==> src/rtl/wrg_defs.svh <==
`ifndef WRG_DEFS_SVH
`define WRG_DEFS_SVH

// ****************************************************************
// Set 1 control register offsets
// ****************************************************************
`define WRG_OFS_PTR_LOW 8'hD6
`define WRG_OFS_PTR_HIGH 8'hD7
`define WRG_OFS_PAGE_PTR 8'hDF

// ****************************************************************
// Reset values
// ****************************************************************
`define WRG_RST_PTR_LOW 8'hC0
`define WRG_RST_PTR_HIGH 8'hC8
`define WRG_RST_PAGE_PTR 8'h00

// ****************************************************************
// Address map boundaries and field layout
// ****************************************************************
`define WRG_PRIME_TOP 8'hBF
`define WRG_SLICE_STEP 8'h08
`define WRG_WORK_NIBBLE 4'hC
`define WRG_SLICE_MSB 7
`define WRG_SLICE_LSB 3
`define WRG_PTR_SEL_BIT 3
`define WRG_PAGE_SRC_MSB 3
`define WRG_PAGE_SRC_LSB 0
`define WRG_PAGE_DST_MSB 7
`define WRG_PAGE_DST_LSB 4

`endif

==> src/rtl/wrg_pkg.sv <==
package wrg_pkg;

  // ****************************************************************
  // Operand addressing forms seen by the resolver
  // ****************************************************************
  typedef enum logic [1:0] {
    WRG_MODE_WORK4 = 2'h0,
    WRG_MODE_REG8 = 2'h1,
    WRG_MODE_INDIR = 2'h2
  } wrg_mode_type;

  // Physical space an operand lands in
  typedef enum logic [1:0] {
    WRG_SPACE_PRIME = 2'h0,
    WRG_SPACE_SET1 = 2'h1,
    WRG_SPACE_SET2 = 2'h2
  } wrg_space_type;

  // Pointer-setting instructions from the decoder
  typedef enum logic [1:0] {
    WRG_CMD_NONE = 2'h0,
    WRG_CMD_BOTH = 2'h1,
    WRG_CMD_LOW = 2'h2,
    WRG_CMD_HIGH = 2'h3
  } wrg_cmd_type;

  // Upper five pointer bits joined with three operand bits
  function automatic logic [7:0] wrg_join(input logic [7:0] ptr, input logic [2:0] reg_sel);
    wrg_join = {ptr[7:3], reg_sel};
  endfunction

endpackage

==> src/rtl/wrg_slice_ptr.sv <==
`timescale 1ns/1ps
`include "wrg_defs.svh"

module wrg_slice_ptr #(
  parameter logic [7:0] RESET_VAL = `WRG_RST_PTR_LOW
) (
  // Clock and reset
  input wire logic clk_i,
  input wire logic arst_n_i,
  // Load port
  input wire logic ld_en_i,
  input wire logic [7:0] ld_val_i,
  // Stored pointer
  output logic [7:0] ptr_o
);

  // ****************************************************************
  // Pointer storage, all eight bits kept for read back
  // ****************************************************************
  logic [7:0] ptr_ff;

  // Load only on its own enable, the sibling pointer is untouched
  always_ff @(posedge clk_i or negedge arst_n_i) begin
    if (!arst_n_i) begin
      ptr_ff <= RESET_VAL;
    end else if (ld_en_i) begin
      ptr_ff <= ld_val_i; // see [RULE_21]
    end
  end

  assign ptr_o = ptr_ff;

endmodule

==> src/rtl/wrg_operand_resolve.sv <==
`timescale 1ns/1ps
`include "wrg_defs.svh"

module wrg_operand_resolve (
  // Operand from the decoder
  input wire wrg_pkg::wrg_mode_type mode_i,
  input wire logic [7:0] field_i,
  input wire logic pair_i,
  // Current pointers and page for this operand role
  input wire logic [7:0] ptr_low_i,
  input wire logic [7:0] ptr_high_i,
  input wire logic [3:0] page_i,
  // Resolved location
  output logic [7:0] addr_o,
  output wrg_pkg::wrg_space_type space_o,
  output logic [3:0] page_o,
  output logic wref_o,
  output logic odd_o
);

  // ****************************************************************
  // Working-register detection and address formation
  // ****************************************************************
  logic is_work;
  logic [7:0] sel_ptr;

  // Short form always, long form only with the 1100B prefix
  assign is_work = (mode_i == wrg_pkg::WRG_MODE_WORK4) ||
                   ((mode_i == wrg_pkg::WRG_MODE_REG8) &&
                    (field_i[7:4] == `WRG_WORK_NIBBLE)); // see [RULE_17]
  // Same bit serves both forms since the low nibble is shared
  assign sel_ptr = field_i[`WRG_PTR_SEL_BIT] ? ptr_high_i : ptr_low_i; // see [RULE_15] see [RULE_18]
  assign addr_o = is_work ? wrg_pkg::wrg_join(sel_ptr, field_i[2:0]) : field_i; // see [RULE_16] see [RULE_03]
  assign wref_o = is_work;
  // Pairs live on even addresses, an odd one is flagged
  assign odd_o = pair_i & addr_o[0]; // see [RULE_12]

  // Space selection, prime first since every mode reaches it
  always_comb begin
    if (addr_o <= `WRG_PRIME_TOP) begin
      space_o = wrg_pkg::WRG_SPACE_PRIME; // see [RULE_01]
    end else if (!is_work && (mode_i == wrg_pkg::WRG_MODE_INDIR)) begin
      space_o = wrg_pkg::WRG_SPACE_SET2;
    end else begin
      space_o = wrg_pkg::WRG_SPACE_SET1; // see [RULE_09] see [RULE_11] see [RULE_13]
    end
  end

  // Set 1 and common area ignore the page
  assign page_o = (space_o == wrg_pkg::WRG_SPACE_SET1) ? 4'h0 : page_i; // see [RULE_13]

endmodule

==> src/rtl/wrg_addr_gen.sv <==
// How it works
// [RULE_01] Prime area 00H-BFH reachable by every mode
// [RULE_02] Page 0 prime at reset, others via page pointer
// [RULE_03] Register file seen as 32 eight-byte slices
// [RULE_04] Two pointers pick two slices, one block
// [RULE_05] Slice identified by upper five address bits
// [RULE_06] Pointers at D6H/D7H, reset to common area
// [RULE_07] Set-both loads V and V+8; singles alone
// [RULE_08] Register write alters only the named pointer
// [RULE_09] Working operands never land in set 2
// [RULE_10] Pointers independent, any slice order allowed
// [RULE_11] Direct register mode reaches all but set 2
// [RULE_12] Pairs even-addressed, even byte is MSB
// [RULE_13] Common area usable on any page
// [RULE_14] Software uses working form for common area
// [RULE_15] 4-bit operand top bit picks the pointer
// [RULE_16] Address is pointer[7:3] joined with operand[2:0]
// [RULE_17] 8-bit operand with 1100B prefix is working
// [RULE_18] Bit 3 of long form picks the pointer
// [RULE_19] Page pointer nibbles clear to zero on reset
// [RULE_20] Pointer reset values exactly C0H and C8H
// [RULE_21] Low three pointer bits stored and read back
`timescale 1ns/1ps
`include "wrg_defs.svh"

module wrg_addr_gen (
  // Clock and reset
  input wire logic CLK_I,
  input wire logic ARST_N_I,
  // Pointer-setting instructions
  input wire wrg_pkg::wrg_cmd_type PTR_CMD_I,
  input wire logic [7:0] PTR_CMD_VAL_I,
  // Register-file write from the datapath
  input wire logic REG_WR_EN_I,
  input wire logic [7:0] REG_WR_ADDR_I,
  input wire logic REG_WR_SET2_I,
  input wire logic [7:0] REG_WR_DATA_I,
  // Register-file read of the control registers
  input wire logic REG_RD_EN_I,
  input wire logic [7:0] REG_RD_ADDR_I,
  input wire logic REG_RD_SET2_I,
  // Operand requests
  input wire logic OPND_VALID_I,
  input wire wrg_pkg::wrg_mode_type SRC_MODE_I,
  input wire logic [7:0] SRC_FIELD_I,
  input wire logic SRC_PAIR_I,
  input wire wrg_pkg::wrg_mode_type DST_MODE_I,
  input wire logic [7:0] DST_FIELD_I,
  input wire logic DST_PAIR_I,
  // Resolved source operand
  output logic OPND_VALID_O,
  output logic [7:0] SRC_ADDR_O,
  output wrg_pkg::wrg_space_type SRC_SPACE_O,
  output logic [3:0] SRC_PAGE_O,
  output logic SRC_WREF_O,
  output logic SRC_ODD_O,
  // Resolved destination operand
  output logic [7:0] DST_ADDR_O,
  output wrg_pkg::wrg_space_type DST_SPACE_O,
  output logic [3:0] DST_PAGE_O,
  output logic DST_WREF_O,
  output logic DST_ODD_O,
  // Read answer
  output logic REG_RD_HIT_O,
  output logic [7:0] REG_RD_DATA_O,
  // Live control state
  output logic [7:0] SLICE_PTR_LOW_O,
  output logic [7:0] SLICE_PTR_HIGH_O,
  output logic [7:0] PAGE_PTR_O
);

  // ****************************************************************
  // Register decode
  // ****************************************************************
  logic wr_set1;
  logic wr_low;
  logic wr_high;
  logic wr_page;
  logic rd_set1;

  // Only register-mode writes reach set 1; set 2 writes share offsets
  assign wr_set1 = REG_WR_EN_I & ~REG_WR_SET2_I;
  assign wr_low = wr_set1 & (REG_WR_ADDR_I == `WRG_OFS_PTR_LOW); // see [RULE_06]
  assign wr_high = wr_set1 & (REG_WR_ADDR_I == `WRG_OFS_PTR_HIGH); // see [RULE_06]
  assign wr_page = wr_set1 & (REG_WR_ADDR_I == `WRG_OFS_PAGE_PTR);
  assign rd_set1 = REG_RD_EN_I & ~REG_RD_SET2_I;

  // ****************************************************************
  // Slice pointer load selection
  // ****************************************************************
  logic ld_low;
  logic ld_high;
  logic [7:0] ld_low_val;
  logic [7:0] ld_high_val;
  logic [7:0] ptr_low;
  logic [7:0] ptr_high;

  // Instruction load wins over a register write in the same cycle
  always_comb begin
    ld_low = wr_low; // see [RULE_08]
    ld_high = wr_high; // see [RULE_08]
    ld_low_val = REG_WR_DATA_I;
    ld_high_val = REG_WR_DATA_I;
    unique case (PTR_CMD_I)
      wrg_pkg::WRG_CMD_BOTH: begin
        ld_low = 1'b1;
        ld_high = 1'b1;
        ld_low_val = PTR_CMD_VAL_I; // see [RULE_07]
        ld_high_val = PTR_CMD_VAL_I + `WRG_SLICE_STEP; // see [RULE_07]
      end
      wrg_pkg::WRG_CMD_LOW: begin
        ld_low = 1'b1;
        ld_low_val = PTR_CMD_VAL_I; // see [RULE_07]
      end
      wrg_pkg::WRG_CMD_HIGH: begin
        ld_high = 1'b1;
        ld_high_val = PTR_CMD_VAL_I; // see [RULE_07]
      end
      wrg_pkg::WRG_CMD_NONE: begin
      end
    endcase
  end

  // ****************************************************************
  // The two independent slice pointers
  // ****************************************************************
  // Separate storage, so any slice pair in any order is legal
  wrg_slice_ptr #(
    .RESET_VAL(`WRG_RST_PTR_LOW)
  ) u_ptr_low (
    .clk_i(CLK_I),
    .arst_n_i(ARST_N_I),
    .ld_en_i(ld_low),
    .ld_val_i(ld_low_val),
    .ptr_o(ptr_low)
  ); // see [RULE_04] see [RULE_10] see [RULE_20]

  wrg_slice_ptr #(
    .RESET_VAL(`WRG_RST_PTR_HIGH)
  ) u_ptr_high (
    .clk_i(CLK_I),
    .arst_n_i(ARST_N_I),
    .ld_en_i(ld_high),
    .ld_val_i(ld_high_val),
    .ptr_o(ptr_high)
  ); // see [RULE_04] see [RULE_10] see [RULE_20]

  // ****************************************************************
  // Page select pointer
  // ****************************************************************
  logic [7:0] page_ptr_ff;

  // Zero after reset, so page 0 prime is reachable at once
  always_ff @(posedge CLK_I or negedge ARST_N_I) begin
    if (!ARST_N_I) begin
      page_ptr_ff <= `WRG_RST_PAGE_PTR; // see [RULE_19] see [RULE_02]
    end else if (wr_page) begin
      page_ptr_ff <= REG_WR_DATA_I; // see [RULE_02]
    end
  end

  // ****************************************************************
  // Operand resolution, one resolver per operand role
  // ****************************************************************
  logic [7:0] src_addr;
  wrg_pkg::wrg_space_type src_space;
  logic [3:0] src_page;
  logic src_wref;
  logic src_odd;
  logic [7:0] dst_addr;
  wrg_pkg::wrg_space_type dst_space;
  logic [3:0] dst_page;
  logic dst_wref;
  logic dst_odd;

  // Source role takes the low page nibble
  wrg_operand_resolve u_src (
    .mode_i(SRC_MODE_I),
    .field_i(SRC_FIELD_I),
    .pair_i(SRC_PAIR_I),
    .ptr_low_i(ptr_low),
    .ptr_high_i(ptr_high),
    .page_i(page_ptr_ff[`WRG_PAGE_SRC_MSB:`WRG_PAGE_SRC_LSB]), // see [RULE_02]
    .addr_o(src_addr),
    .space_o(src_space),
    .page_o(src_page),
    .wref_o(src_wref),
    .odd_o(src_odd)
  );

  // Destination role takes the high page nibble
  wrg_operand_resolve u_dst (
    .mode_i(DST_MODE_I),
    .field_i(DST_FIELD_I),
    .pair_i(DST_PAIR_I),
    .ptr_low_i(ptr_low),
    .ptr_high_i(ptr_high),
    .page_i(page_ptr_ff[`WRG_PAGE_DST_MSB:`WRG_PAGE_DST_LSB]), // see [RULE_02]
    .addr_o(dst_addr),
    .space_o(dst_space),
    .page_o(dst_page),
    .wref_o(dst_wref),
    .odd_o(dst_odd)
  );

  // ****************************************************************
  // Registered operand answer
  // ****************************************************************
  // Uses pointers as they stood before this edge; a pointer load and
  // an operand in the same cycle see the old pointer value
  always_ff @(posedge CLK_I or negedge ARST_N_I) begin
    if (!ARST_N_I) begin
      OPND_VALID_O <= 1'b0;
    end else begin
      OPND_VALID_O <= OPND_VALID_I;
    end
  end

  // Address fields held until the next request
  always_ff @(posedge CLK_I or negedge ARST_N_I) begin
    if (!ARST_N_I) begin
      SRC_ADDR_O <= 8'h00;
      SRC_SPACE_O <= wrg_pkg::WRG_SPACE_PRIME;
      SRC_PAGE_O <= 4'h0;
      SRC_WREF_O <= 1'b0;
      SRC_ODD_O <= 1'b0;
      DST_ADDR_O <= 8'h00;
      DST_SPACE_O <= wrg_pkg::WRG_SPACE_PRIME;
      DST_PAGE_O <= 4'h0;
      DST_WREF_O <= 1'b0;
      DST_ODD_O <= 1'b0;
    end else if (OPND_VALID_I) begin
      SRC_ADDR_O <= src_addr; // see [RULE_05]
      SRC_SPACE_O <= src_space;
      SRC_PAGE_O <= src_page;
      SRC_WREF_O <= src_wref;
      SRC_ODD_O <= src_odd; // see [RULE_12]
      DST_ADDR_O <= dst_addr; // see [RULE_05]
      DST_SPACE_O <= dst_space;
      DST_PAGE_O <= dst_page;
      DST_WREF_O <= dst_wref;
      DST_ODD_O <= dst_odd; // see [RULE_12]
    end
  end

  // ****************************************************************
  // Control register read back
  // ****************************************************************
  // Misses answer zero so the datapath may OR several sources
  always_ff @(posedge CLK_I or negedge ARST_N_I) begin
    if (!ARST_N_I) begin
      REG_RD_HIT_O <= 1'b0;
      REG_RD_DATA_O <= 8'h00;
    end else begin
      REG_RD_HIT_O <= 1'b0;
      REG_RD_DATA_O <= 8'h00;
      if (rd_set1) begin
        unique case (REG_RD_ADDR_I)
          `WRG_OFS_PTR_LOW: begin
            REG_RD_HIT_O <= 1'b1;
            REG_RD_DATA_O <= ptr_low; // see [RULE_21]
          end
          `WRG_OFS_PTR_HIGH: begin
            REG_RD_HIT_O <= 1'b1;
            REG_RD_DATA_O <= ptr_high; // see [RULE_21]
          end
          `WRG_OFS_PAGE_PTR: begin
            REG_RD_HIT_O <= 1'b1;
            REG_RD_DATA_O <= page_ptr_ff;
          end
          default: begin
          end
        endcase
      end
    end
  end

  // ****************************************************************
  // Live state mirrors
  // ****************************************************************
  // Copies so each top output comes from its own flip-flop
  always_ff @(posedge CLK_I or negedge ARST_N_I) begin
    if (!ARST_N_I) begin
      SLICE_PTR_LOW_O <= `WRG_RST_PTR_LOW;
      SLICE_PTR_HIGH_O <= `WRG_RST_PTR_HIGH;
      PAGE_PTR_O <= `WRG_RST_PAGE_PTR;
    end else begin
      SLICE_PTR_LOW_O <= ptr_low;
      SLICE_PTR_HIGH_O <= ptr_high;
      PAGE_PTR_O <= page_ptr_ff;
    end
  end

endmodule

==> config.mk <==
export PLATFORM = sky130hd
export DESIGN_NAME = wrg_addr_gen
export DESIGN_NICKNAME = d
export VERILOG_FILES = /design/src/rtl/wrg_pkg.sv /design/src/rtl/wrg_slice_ptr.sv /design/src/rtl/wrg_operand_resolve.sv /design/src/rtl/wrg_addr_gen.sv
export VERILOG_INCLUDE_DIRS = /design/src /design/src/rtl
export SDC_FILE = /design/constraint.sdc
export NUM_CORES = 1
export LEC_CHECK = 0
export BUFFER_PORTS_ARGS = -buffer_cell sky130_fd_sc_hd__buf_2
export CAP_MARGIN = 30
export CORE_UTILIZATION = 45
export CTS_BUF_LIST = sky130_fd_sc_hd__clkbuf_4
export DETAILED_ROUTE_END_ITERATION = 6
export GPL_TIMING_DRIVEN = 0
export PLACE_DENSITY = 0.75
export SYNTH_ARGS = -nofsm -noshare
export SYNTH_HDL_FRONTEND = slang
export SYNTH_SLANG_ARGS = --single-unit
==> constraint.sdc <==
create_clock -name CLK_I -period 1.5 [get_ports CLK_I]
set_clock_uncertainty 0.15 [all_clocks]
set_input_delay 0.15 -clock CLK_I [delete_from_list [all_inputs] [get_ports CLK_I]]
set_output_delay 0.15 -clock CLK_I [all_outputs]
set_load 0.05 [all_outputs]
* Word level (Yosys, flattened, before mapping)
Cells that the tools add are included.
Storage, ports and cells: bits in registers 90, bits of input ports 63, output and inout bits 66, word-level logic and storage cells 79
Operators by class: add/subtract/negate cells 1, magnitude comparators 2, equal/unequal tests 17, multiplexer cells 18, bitwise operators 9, reductions and logical operators 13
Operators by type and width (count):
- == test 8 bit (second input constant) | 6
- two-way mux 8 bit | 6
- one-hot mux 8 bit (3 select lines) | 1
- <= comparator 8 bit (second input constant) | 2
- one-hot mux 8 bit (2 select lines) | 1
- == test 2 x 1 -> 1 bit (second input constant) | 5
- adder 8 x 4 -> 8 bit (second input constant) | 1
- == test 2 bit (second input constant) | 4
- == test 4 bit (second input constant) | 2
- two-way mux 2 bit | 4
- two-way mux 4 bit | 2
- bitwise AND 1 bit | 7
- logical AND 1 bit | 4
- zero test 2 bit | 2
- two-way mux 1 bit | 4
- OR reduction 2 bit | 2
- OR reduction 3 bit | 1
- zero test 1 bit | 2
- logical OR 1 bit | 2
- inverter 1 bit | 2

* Depth between registers and ports, before layout
Gate-level depths: netlist of run 1.
word-level depth 9, depth in mapped cells 7

* Cells and area by module
From an unflattened synthesis of run 1, not the netlist that was laid out.
Second synthesis, totals: cells, all modules 304, area, all modules 4110.2 µm²
Modules (own cells, without submodules):
- wrg_addr_gen | times used 1, cells each 194, area each 2912.8 µm², sequential area each 1858.0 µm²
- wrg_operand_resolve | times used 2, cells each 38, area each 264.0 µm², sequential area each 0.0 µm²
- wrg_slice_ptr at u_ptr_high | times used 1, cells each 17, area each 335.3 µm², sequential area each 203.9 µm²
- wrg_slice_ptr at u_ptr_low | times used 1, cells each 17, area each 334.1 µm², sequential area each 202.7 µm²

* Least setup slack after synthesis of run 1
Ideal clock, no wire load.
path type input port to flip-flop, start input PTR_CMD_I[1], end register u_ptr_high.ptr_ff[0], in the netlist u_ptr_high.ptr_o[0], library setup time 125 ps, arrival time 1365 ps, required time 1225 ps, setup slack -140 ps, stages on the path 6, buffers on the path 1, cell sequence inv_1 > ha_1 > buf_6 > nor2_1 > mux2_2 > mux2_4
On the way: cells in the longest elaborated chain, start to end 3
Ends and longest elaborated chain:
- start: declaration | RTL line wrg_addr_gen.sv:31 | input wire wrg_pkg::wrg_cmd_type PTR_CMD_I,
- == test 2 bit or == test 2 x 1 -> 1 bit (tied branches) | RTL line wrg_addr_gen.sv:104 | unique case (PTR_CMD_I)
- OR reduction 2 bit (no line)
- two-way mux 1 bit | RTL line wrg_addr_gen.sv:104
- end signal: assignment | RTL line wrg_slice_ptr.sv:27 | ptr_ff <= ld_val_i;
- end: declaration | RTL line wrg_slice_ptr.sv:20 | logic [7:0] ptr_ff;
Several ways; a longest one is shown, not always the timed one. A chain may end at the register's enable or synchronous reset.

* Final worst setup path of run 1
start register u_ptr_low.ptr_ff[7], in the netlist u_ptr_low.ptr_o[7], end register DST_SPACE_O[0]
On the way: cells in the longest elaborated chain, start to end 4
Ends and longest elaborated chain:
- start: declaration | RTL line wrg_slice_ptr.sv:20
- start signal: assignment | RTL line wrg_slice_ptr.sv:27
- two-way mux 8 bit | RTL line wrg_operand_resolve.sv:32 | assign sel_ptr = field_i[`WRG_PTR_SEL_BIT] ? ptr_high_i : ptr_low_i;
- two-way mux 8 bit | RTL line wrg_operand_resolve.sv:33 | assign addr_o = is_work ? wrg_pkg::wrg_join(sel_ptr, field_i[2:0]) : field_i;
- <= comparator 8 bit (no line)
- two-way mux 2 bit | RTL line wrg_operand_resolve.sv:40 | if (addr_o <= `WRG_PRIME_TOP) begin
- end signal: assignment | RTL line wrg_addr_gen.sv:228 | DST_SPACE_O <= wrg_pkg::WRG_SPACE_PRIME;
- end signal: assignment | RTL line wrg_addr_gen.sv:239 | DST_SPACE_O <= dst_space;
- end: declaration | RTL line wrg_addr_gen.sv:59 | output wrg_pkg::wrg_space_type DST_SPACE_O,
Every way passes these cells.

==> metrics.md, run 1 <==
| Metric | Value |
|---|---|
| Status | finished, violations left |
| Failing checks | negative setup slack |
| Std-Cell Core Area | 8721 um2 |
| DRC Markers | 0 |
| Cell Area, Synth | 4060 um2 |
| Fin worst setup slack | -0.02413 ns |
| Nets | 558 |
| Cell Chain, Critical Path | and3b_1, a2111o_1, a22o_1 |
| Reg2Reg Depth | 3 |
| F_max | 656.1 MHz |
| Tot GR Track Use | 23.13% |
| Share of the synthesized area in the top cell type | 49.31% |
| Endpoints failing setup | 1 |
| Antenna violation net count after detailed routing | 0 |
| FF-to-FF End | DST_SPACE_O[0] |
| R2R Path Start | u_ptr_low.ptr_o[7] |
| Number of synthesized flops with an enable pin | 0 |
| Post-synth ARST share | 100.0% |
| Die Y | 96.99 um |
| Worst EP arrival | 1.71 ns |
| Slew HR | 55.35% |
| PortBufs | 122 |
| Reg clk slew, reported paths | 0.15 ns |
| CTS tree | yes |
| Syn_nets | 376 |
| Avg Cell Area, Syn | 13.10 um2 |
| H-tree depth | 3 |
| Top_reg_cell synth | dfrtp_1 |
| Placed insts | 541 |
| Crit path launch type | register |
| # rows | 34 |
| Reg-to-reg setup timing slack | -0.02 ns |
| Final GP Congestion | 0.8395 |
| Layout Cells excl Fill | 605 |
| Vias in the first global route | 3344 |
| WL/cell | 17.29 um |
| Cell Pwr Density | 1108 nW/um2 |
| Maximum vdd drop | 0.0005544 V |
| CP Capture Type | register |
| Pre-CTS WS | -0.3695 ns |
| 1st-pass router iterations | 5 |
| Crit share post-route | 101.6% |
| First-pass GRT wire length | 17.04 mm |
| Via density | 5.486 |
| Cell taking the most area after synthesis | dfrtp_1 |
| Die width | 96.99 um |
| Drt initial violations | 124 |
| Clock power frac | 25.1% |
| Ys Warns | 0 |
| Leading cell types by total area after synthesis | dfrtp_1, mux2_2, dfstp_2, mux2_4, mux2i_1 |
| Clk Latency, worst-skew pair | 0.43 ns |
| Worst hold path class | in2async |
| Slew Limit Fails | 0 |
| Synth-to-Final Area Change | 36.86% |
| Final Hold Viols | 0 |
| CP peak stage delay | 0.48 ns |
| Tot Pwr | 6.156 mW |
| Via count | 3319 |
| Final WL | 10.46 mm |
| Register area share after synthesis | 55.78% |
| Clock root cell | clkbuf_4 |
| RSZ-0062 raised after global routing | true |
| GRT Residual Overflow | 0 |
| Synth cell count leaders | dfrtp_1, mux2_2, nor2_1, mux2i_1 |
| Slowest-stage cell, CP | a2111o_1 |
| Worst-case clock buffer depth | 2 |
| Number of buffers created by CTS | 9 |
| CTS sink cnt | 90 |
| Starting Density | 46.56% |
| Die ar. | 9406 um2 |
| Io pins | 129 |
| N_diodes | 0 |
| Min Clock Period, post-route | 1.524 ns |
| Post-synthesis instance total | 310 |
| Switching fraction of total power | 34.08% |
| Initial antenna violation count | 0 |
| Seq cells post-synth | 90 |
| Max-cap viol count | 0 |
| Most common cell in the synthesized netlist | dfrtp_1 |
| CP Class | reg2reg |
| Layout cell share with drive strength beyond 1 | 45.67% |
| Distinct cell type count after synthesis | 45 |
| Psw | 2.098 mW |
| Flop pwr share | 47.0% |
| Pleak | 2.755 nW |
| Post-DP HPWL | 7.149 mm |
| Max FO, Critical Path | 5 |
| Least-Margin Pin Slew | 0.6673 ns |
| Internal | 4.058 mW |
| Largest net degree at the start of global routing | 60 |
| Req. time, crit path | 1.69 ns |
| Combinational Power Share | 27.9% |
[routing by layer]
metal	up-vias	global-route usage, %	wire length [um]
li1	1518	-	-
met1	1658	30.29	4322
met2	130	38.46	5372
met3	13	5.058	578
met4	0	7.003	189
met5	-	0	0
[cells by family after synthesis]
logic type                 after synthesis  synth area share (%)
muxes                                   60                 17.29
buffers and inverters                   32                 3.821
and+or+nand+nor                         51                 8.382
AOI/OAI and AO/OA                       73                 13.59
xor gates and xnor gates                 1                0.2158
adders and majority gates                3                0.9246
DFF                                     90                 55.78
[sequential cells by signal, indices dropped and copies added (netlist names), 2 cells and up]
| register | count |
|---|---|
| SRC_SPACE_O | 2 |
| SLICE_PTR_LOW_O | 8 |
| u_ptr_high.ptr_o | 8 |
| DST_SPACE_O | 2 |
| SLICE_PTR_HIGH_O | 8 |
| PAGE_PTR_O | 8 |
| SRC_PAGE_O | 4 |
| page_ptr_ff | 8 |
| DST_PAGE_O | 4 |
| SRC_ADDR_O | 8 |
| REG_RD_DATA_O | 8 |
| u_ptr_low.ptr_o | 8 |
| DST_ADDR_O | 8 |
[timing repair]
item,4_1_cts,5_1_grt
resized for setup,5,8
hold buffers,42,3
pin swaps,4,1
endpoints found under the hold margin,133,4
endpoints found under the setup margin,7,13
setup buffers,4,0
[layout by cell type, fill, tap and decap left out, types with 2 or more instances in the layout]
master           n
nand3_1          6
buf_6            8
mux2_2          37
mux2i_1         12
clkbuf_1         6
a311oi_1         2
buf_2          125
and3b_1          2
nand4bb_4        2
a211oi_1        10
nand3b_1         2
nand2_1          2
a22oi_1         10
a31o_1           2
a41oi_1          2
inv_1           10
nor2_1          18
o21ai_0          9
nand4b_1         4
buf_4            5
dlygate4sd3_1   44
nor2b_1          2
buf_1            2
ha_1             2
bufinv_16        2
o2bb2ai_1        4
o21a_1           2
a2111o_1         2
o211a_1          4
clkbuf_4         9
or3b_2           2
dfrtp_1         80
mux2_4          11
and3_1           3
a21oi_1         10
dfstp_2         10
a22o_1           3
a211o_1          3
a221o_1          5
and4b_1          2
[metrics by stage]
| stage | hold slack, ns | setup TNS (ns) | utilization (%) | cell area (um2) |
|---|---|---|---|---|
| 6_report | 0.02926 | -0.02413 | 63.72 | 5557 |
| 5_1_grt | 0.006346 | -0.1441 | 63.72 | 5557 |
| 4_1_cts | -0.09209 | -0.009992 | 63.11 | 5504 |
| 3_5_place_dp | -0.02997 | -4.937 | 55.87 | 4872 |
| 3_3_place_gp | 0.1211 | -54.36 | 55.52 | 4842 |
| 2_1_floorplan | -0.2956 | -0.1673 | - | 4096 |
[worst max-delay path, delay by kind of cell (launching register included)]
family	cells	cell delay, ns
compound gates	2	0.70
simple gates	1	0.17
flops	1	0.42
[power groups by stage]
stage	clock, mW	sequential, mW	combinational [mW]
after floorplan	0	3.47	0.524
after global placement	0	2.93	1.51
after detailed placement	0	2.94	1.54
after CTS	1.57	2.89	1.69
after global routing	1.71	2.92	1.81
final	1.54	2.89	1.72
[final cells by class]
cell class / instances / area, um2
clock buffers: 9 / 67.56
clock inverters: 7 / 101.3
flip-flops and latches: 90 / 2265
multi-input cells: 188 / 1669
inverters: 11 / 53.80
well taps: 108 / 135.1
repair buffers: 171 / 1142
fillers: 659 / 3164
plain buffers: 21 / 122.6
[worst max path at each step]
stage | startpoint | endpoint | slack [ns] | depth (start not counted)
5_1_grt | u_ptr_high.ptr_o[6] | DST_SPACE_O[0] | -0.05 | 3
4_1_cts | u_ptr_low.ptr_o[7] | DST_SPACE_O[0] | -0.01 | 3
6_report | u_ptr_low.ptr_o[7] | DST_SPACE_O[0] | -0.02 | 3
3_5_place_dp | PTR_CMD_I[1] | u_ptr_high.ptr_o[1] | -0.37 | 5
3_3_place_gp | ARST_N_I | PAGE_PTR_O[2] | -0.61 | 1
2_1_floorplan | PTR_CMD_I[1] | u_ptr_high.ptr_o[0] | -0.05 | 7
No activity file was read; power rests on OpenSTA's default activity.
==> run 2, diff against run 1 <==
Settings changed: CORE_UTILIZATION 45 to 25, PLACE_DENSITY 0.75 to unset, SKIP_LAST_GASP set to 1.
==> run 2 against run 1 <==
Compared with the run above: the run ends with negative hold slack, negative setup slack left; critical path type is now in2reg; core utilization down 28 points; die area up 78%; via count down 3.3%; clock power down 23%; register-to-register slack worse by 0.06 ns; first-iteration DRC count up 87%; largest power group unchanged.
==> metrics.md, run 2 (same netlist as run 1, synthesis figures left out) <==
| Metric | Value |
|---|---|
| Crit path launch type | input pin |
| Worst-case clock buffer depth | 2 (unchanged) |
| # rows | 46 (+35%) |
| Via count | 3208 (-3.3%) |
| Crit share post-route | 106.5% (+4.9 points) |
| DRC Markers | 0 (unchanged) |
| R2R Path Start | u_ptr_low.ptr_o[7] |
| Antenna violation net count after detailed routing | 0 (unchanged) |
| Io pins | 129 (unchanged) |
| Die Y | 129.4 um (+33%) |
| Clock root cell | clkbuf_4 |
| Final WL | 11.93 mm (+14%) |
| 1st-pass router iterations | 6 (+1) |
| Register area | 2265 um2 (unchanged) |
| FF-to-FF End | DST_SPACE_O[0] |
| Worst hold path class | in2async |
| Delay-heaviest family, CP | compound AO/OA/AOI/OAI gates |
| CP Class | in2reg |
| CTS tree | yes |
| Final GP Congestion | 0.7808 (-7.0%) |
| Least-Margin Pin Slew | 0.7138 ns (+0.04641 ns) |
| Area occupied by multi-input gates | 1675 um2 (+0.38%) |
| CTS sink cnt | 90 (unchanged) |
| Pre-CTS WS | -0.4075 ns (-0.03798 ns) |
| Die ar. | 16750 um2 (+78%) |
| Std-Cell Core Area | 15890 um2 (+82%) |
| Crit path depth | 5 (+2) |
| Clk Latency, worst-skew pair | 0.43 ns (about the same) |
| Min Clock Period, post-route | 1.597 ns (+0.07284 ns) |
| Final setup TNS | -0.2860 ns (-0.2618 ns) |
| CP startpoint | SRC_FIELD_I[5] |
| Most frequent cells in the layout | buf_2, dfrtp_1, dlygate4sd3_1, mux2_2, nor2_1 |
| Max FO, Critical Path | 6 (+1) |
| Synth-to-Final Area Change | 39.14% |
| H-tree depth | 3 (unchanged) |
| Reg2Reg Depth | 3 (unchanged) |
| First-pass GRT wire length | 18.13 mm (+6.4%) |
| RSZ-0062 raised after global routing | true |
| Slew HR | 52.24% (-3.1 points) |
| GRT Residual Overflow | 0 (unchanged) |
| CP Capture Type | register |
| Max-cap viol count | 0 (unchanged) |
| Reg clk slew, reported paths | 0.14 ns (about the same) |
| Cell Pwr Density | 1031 nW/um2 (-6.9%) |
| Hold Slack | -0.03360 ns (-0.06286 ns) |
| Crit path buf inv count | 2 (+2) |
| Drt initial violations | 232 (+87%) |
| Starting Density | 25.56% (-21 points) |
| Endpoints failing setup | 8 (+7) |
| F_max | 626.2 MHz (-4.6%) |
| Fin worst setup slack | -0.09697 ns (-0.07284 ns) |
| Vias in the first global route | 3346 (+0.060%) |
| Initial antenna violation count | 1 (+1) |
| Slew Limit Fails | 0 (unchanged) |
| Maximum vdd drop | 0.0003187 V (-43%) |
| Layout cell share with drive strength beyond 1 | 45.58% (-0.092 points) |
| CP endpoint | SRC_SPACE_O[0] |
| Final Hold Viols | 20 (+20) |
| Pleak | 2.732 nW (-0.84%) |
| Number of buffers created by CTS | 9 (unchanged) |
| WL/cell | 16.68 um (-3.6%) |
| Worst EP arrival | 1.77 ns (+0.06 ns) |
| CP peak stage delay | 0.58 ns (+0.10 ns) |
| PortBufs | 122 (unchanged) |
| Status | finished, violations left |
| Tot GR Track Use | 14.59% (-8.5 points) |
| Commonest non-fill, non-tap cell in the layout | buf_2 |
| Slowest-stage cell, CP | dlygate4sd3_1 |
| Post-DP HPWL | 8.403 mm (+18%) |
| Reg-to-reg setup timing slack | -0.08 ns (-0.06 ns) |
| Via density | 4.487 (-18%) |
| Final core occ | 35.56% (-28 points) |
| Cell Chain, Critical Path | buf_2, dlygate4sd3_1, nand4bb_4, a2111o_1, a22o_1 |
| Largest net degree at the start of global routing | 71 (+18%) |
| Req. time, crit path | 1.68 ns (about the same) |
| Nets | 559 (+0.18%) |
| Fill cell count | 1606 (+140%) |
| Failing checks | negative hold slack, negative setup slack |
| Die width | 129.4 um (+33%) |
==> run 2: cell types whose count changed in the layout (fill, tap and decap cells not counted), moves of 2 or more <==
| cell | before | now |
|---|---|---|
| clkinv_1 | 0 | 2 |
| a41oi_1 | 2 | 0 |
| buf_4 | 5 | 7 |
| bufinv_16 | 2 | 0 |
| a41oi_2 | 0 | 2 |
==> run 2: repair_timing <==
action | CTS | global route
setup endpoints to repair | 15 | 18
hold buffers | 45 | 1
endpoints found under the hold margin | 133 | 22
gates resized for setup | 6 | 8
buffers inserted | 6 | 0
pin swaps | 6 | 8
==> run 2: worst min-delay path by stage <==
stage,end,slack (ns),depth (start not counted)
2_1_floorplan,DST_ADDR_O[0],-0.30,0
3_3_place_gp,OPND_VALID_O,0.12,1
3_5_place_dp,SRC_ADDR_O[1],-0.08,1
4_1_cts,DST_ADDR_O[2],-0.06,2
5_1_grt,DST_ADDR_O[2],-0.03,2
6_report,DST_ADDR_O[2],-0.03,2
==> run 2: metrics by stage <==
step	instance area [um2]	hold WS, ns	instances	power (mW)
final	5649	-0.03360	715	5.825
after global routing	5649	-0.03271	715	6.143
after CTS	5632	-0.05847	716	5.886
after detailed placement	5007	-0.08154	649	4.526
after global placement	4977	0.1208	648	4.487
after floorplan	4096	-0.2956	310	3.993
==> run 2: routing by layer <==
layer / part of all wire, % / wire length (um) / GRT usage, %
met1: 47 / 5570 / 19.57
met2: 47 / 5664 / 23.43
met3: 3.9 / 461 / 2.353
met4: 1.9 / 229 / 6.019
met5: 0 / 0 / 0
==> run 2: final cells by class <==
| cell class | count | area share [%] |
|---|---|---|
| antenna | 1 | 0.04430 |
| clock buffer | 9 | 1.196 |
| buffer | 21 | 2.171 |
| timing repair buffer | 172 | 20.31 |
| multi-input combinational | 188 | 29.66 |
| tap | 216 | 4.784 |
| clock inverter | 7 | 0.7973 |
| sequential | 90 | 40.09 |
| inverter | 11 | 0.9524 |
==> run 2: power breakdown <==
group          switching [mW]  internal [mW]  total, mW  leakage, nW
registers               0.198           2.71       2.91         1.13
clock network           0.844          0.336       1.18       0.0574
logic                    1.07          0.661       1.74         1.54
==> run 3, diff against run 2 <==
Settings changed: ABC_AREA set to 1, TNS_END_PERCENT set to 100.
==> run 3 against run 2 <==
Compared with the run above: count of clock-buffer cells in the layout increased by 1; core utilization increased by 2.2 points; the run ends with negative setup slack left; largest cell class unchanged; global-route usage increased by 0.69 points; synthesized cell count increased by 56%; critical path type is now reg2reg; die area decreased by 0.25%; worst hold slack improved by 0.069 ns; power decreased by 0.31%; sequential cell count unchanged; maximum frequency increased by 6.3%; synthesized area decreased by 0.25%; first-iteration DRC count decreased by 15%.
==> metrics.md, run 3 <==
| Metric | Value |
|---|---|
| Die Y | 129.3 um (-0.12%) |
| Synth cell count leaders | nand2_1, dfrtp_1, inv_1, nand3_1, o21ai_0 |
| Post-DP HPWL | 8.772 mm (+4.4%) |
| 1st-pass router iterations | 4 (-2) |
| Req. time, crit path | 1.71 ns (+0.03 ns) |
| Drt initial violations | 198 (-15%) |
| First-pass GRT wire length | 19.25 mm (+6.2%) |
| Distinct cell type count after synthesis | 29 (-36%) |
| Number of synthesized flops with an enable pin | 0 (unchanged) |
| CTS sink cnt | 90 (unchanged) |
| Endpoints failing setup | 2 (-6) |
| Pleak | 3.252 nW (+19%) |
| Initial antenna violation count | 0 (-1) |
| Final GP Congestion | 0.8365 (+7.1%) |
| GRT Residual Overflow | 0 (unchanged) |
| Via density | 4.330 (-3.5%) |
| Antenna violation net count after detailed routing | 0 (unchanged) |
| N_diodes | 0 (-1) |
| Max FO, Critical Path | 4 (-2) |
| Most frequent cells in the layout | nand2_1, buf_2, dfrtp_1, dlygate4sd3_1, inv_1 |
| Avg Cell Area, Syn | 8.385 um2 (-36%) |
| Nets | 758 (+36%) |
| R2R Path Start | u_ptr_low.ptr_o[6] |
| Die width | 129.3 um (-0.12%) |
| Clk Latency, worst-skew pair | 0.47 ns (+0.04 ns) |
| Post-synthesis instance total | 483 (+56%) |
| Ys Warns | 0 (unchanged) |
| Clock root cell | clkbuf_4 |
| WL/cell | 13.53 um (-19%) |
| Largest net degree at the start of global routing | 54 (-24%) |
| Reg-to-reg setup timing slack | -0.002 ns (+0.08 ns) |
| Slew HR | 61.01% (+8.8 points) |
| Register area share after synthesis | 55.92% (+0.14 points) |
| Via count | 3953 (+23%) |
| CP Class | reg2reg |
| Cell Pwr Density | 971.9 nW/um2 (-5.7%) |
| PortBufs | 126 (+3.3%) |
| Synth-to-Final Area Change | 47.51% |
| Seq cells post-synth | 90 (unchanged) |
| Failing checks | negative setup slack |
| Least-Margin Pin Slew | 0.5849 ns (-0.1289 ns) |
| DRC Markers | 0 (unchanged) |
| Post-synth ARST share | 100.0% (unchanged) |
| Cell Area, Synth | 4050 um2 (-0.25%) |
| Crit path launch type | register |
| CP Capture Type | register |
| Commonest non-fill, non-tap cell in the layout | nand2_1 |
| FF-to-FF End | SRC_PAGE_O[2] |
| Maximum vdd drop | 0.0003686 V (+16%) |
| Std-Cell Core Area | 15830 um2 (-0.36%) |
| Final core occ | 37.75% (+2.2 points) |
| Number of buffers created by CTS | 9 (unchanged) |
| Cell taking the most area after synthesis | dfrtp_1 |
| Die ar. | 16710 um2 (-0.25%) |
| Reg2Reg Depth | 7 (+4) |
| Worst-case clock buffer depth | 2 (unchanged) |
| F_max | 665.7 MHz (+6.3%) |
| Status | finished, violations left |
| Min Clock Period, post-route | 1.502 ns (-0.09477 ns) |
| Vias in the first global route | 3754 (+12%) |
| H-tree depth | 3 (unchanged) |
| Syn_nets | 549 (+46%) |
| Hold Slack | 0.03534 ns (+0.06894 ns) |
| Share of the synthesized area in the top cell type | 49.43% (+0.12 points) |
| Io pins | 129 (unchanged) |
| CTS tree | yes |
| Final WL | 12.35 mm (+3.6%) |
| Max-cap viol count | 0 (unchanged) |
| Starting Density | 25.59% (+0.030 points) |
| Final Hold Viols | 0 (-100%) |
| Tot GR Track Use | 15.29% (+0.69 points) |
| Leading cell types by total area after synthesis | dfrtp_1, nand2_1, dfstp_2, inv_1, nand4_1 |
| # rows | 46 (unchanged) |
| Most common cell in the synthesized netlist | nand2_1 |
| Top_reg_cell synth | dfrtp_1 |
| Reg clk slew, reported paths | 0.15 ns (about the same) |
| Crit share post-route | 100.1% (-6.3 points) |
| RSZ-0062 raised after global routing | true |
| Slew Limit Fails | 0 (unchanged) |
| Worst EP arrival | 1.71 ns (-0.06 ns) |
| Layout cell share with drive strength beyond 1 | 28.41% (-17 points) |
| Fill cell count | 1625 (+1.2%) |
| Fin worst setup slack | -0.002201 ns (+0.09477 ns) |
| Worst hold path class | in2async |
[run 3: changes by cell type after synthesis, moves of 10 or more]
cell,previous run,this run
mux2i_1,12,0
o21ai_0,9,28
o21ai_1,0,10
mux2_4,11,0
inv_1,11,56
mux2_2,37,0
a211oi_1,11,0
nand4_1,0,27
nand2_1,2,171
nand3_1,6,31
[run 3: cell families (layout without fill, tap and decap cells)]
kind of cell               Yosys count  in the layout  synth area share, %
adders and majority gates            3              3               0.9269
xor gates and xnor gates             3              3               0.6489
DFF                                 90             90                55.92
AOI/OAI and AO/OA                   54             54                7.321
and+or+nand+nor                    259            260                27.99
buffers and inverters               74            287                7.198
[run 3: timing repair]
item,CTS,global route
hold buffers,61,0
pin swaps,1,17
gates resized for setup,23,33
cloned,0,1
hold endpoints to repair,145,0
setup buffers,4,6
endpoints found under the setup margin,14,37
[run 3: worst max path at each step]
stage,startpoint,end,slack (ns),cells after the start
floorplan,u_ptr_high.ptr_o[7],DST_PAGE_O[0],0.17,9
global placement,ARST_N_I,SLICE_PTR_LOW_O[1],-0.73,1
detailed placement,PTR_CMD_I[0],u_ptr_low.ptr_o[3],-0.16,6
CTS,SLICE_PTR_HIGH_O[3],SLICE_PTR_HIGH_O[3],-0.01,1
global route,u_ptr_low.ptr_o[6],SRC_PAGE_O[1],-0.07,7
finish,u_ptr_low.ptr_o[6],SRC_PAGE_O[2],-0.002,7
[run 3: through the flow]
step                cell area, um2  worst slack [ns]  instances  total power, mW   TNS [ns]
CTS                           5839          -0.01413        907            5.836   -0.05746
detailed placement            4981           -0.1637        826            4.266     -3.167
finish                        5974         -0.002201        913            5.807  -0.003656
global placement              4951           -0.7344        825            4.247     -63.55
global route                  5974          -0.07121        913            6.096    -0.3669
floorplan                     4050            0.1682        483            3.751          0
[run 3: critical path: stages, from the launching register on]
cell and delay, ns:
dfstp_2 0.61, nor2_1 0.06, nor2_1 0.12, nand3_1 0.10, nand2_2 0.12, nand3_4 0.12
nand2_1 0.08, nand2_1 0.04
[run 3: layout make-up]
cell class	count	area [um2]	area share [%]
Tap cell	216	270.3	4.524
Clock buffer	10	75.07	1.257
Clock inverter	6	57.56	0.9634
Timing Repair Buffer	197	1408	23.56
Sequential cell	90	2265	37.91
Buffer	16	81.33	1.361
Multi-Input combinational cell	320	1600	26.79
Inverter	58	217.7	3.644
[run 3: per-layer routing]
metal / vias to the layer above / GRT usage (%) / share of wire (%) / wire [um]
met4: 0 / 5.467 / 1.7 / 206
met3: 15 / 4.418 / 6.5 / 802
met5: - / 0 / 0 / 0
li1: 1980 / - / - / -
met2: 117 / 25.17 / 47 / 5807
met1: 1841 / 19.04 / 45 / 5534
[run 3: where the power goes]
group	internal (mW)	switching, mW	total (mW)
clock network	0.514	0.834	1.35
registers	2.68	0.177	2.86
logic	0.510	1.09	1.60
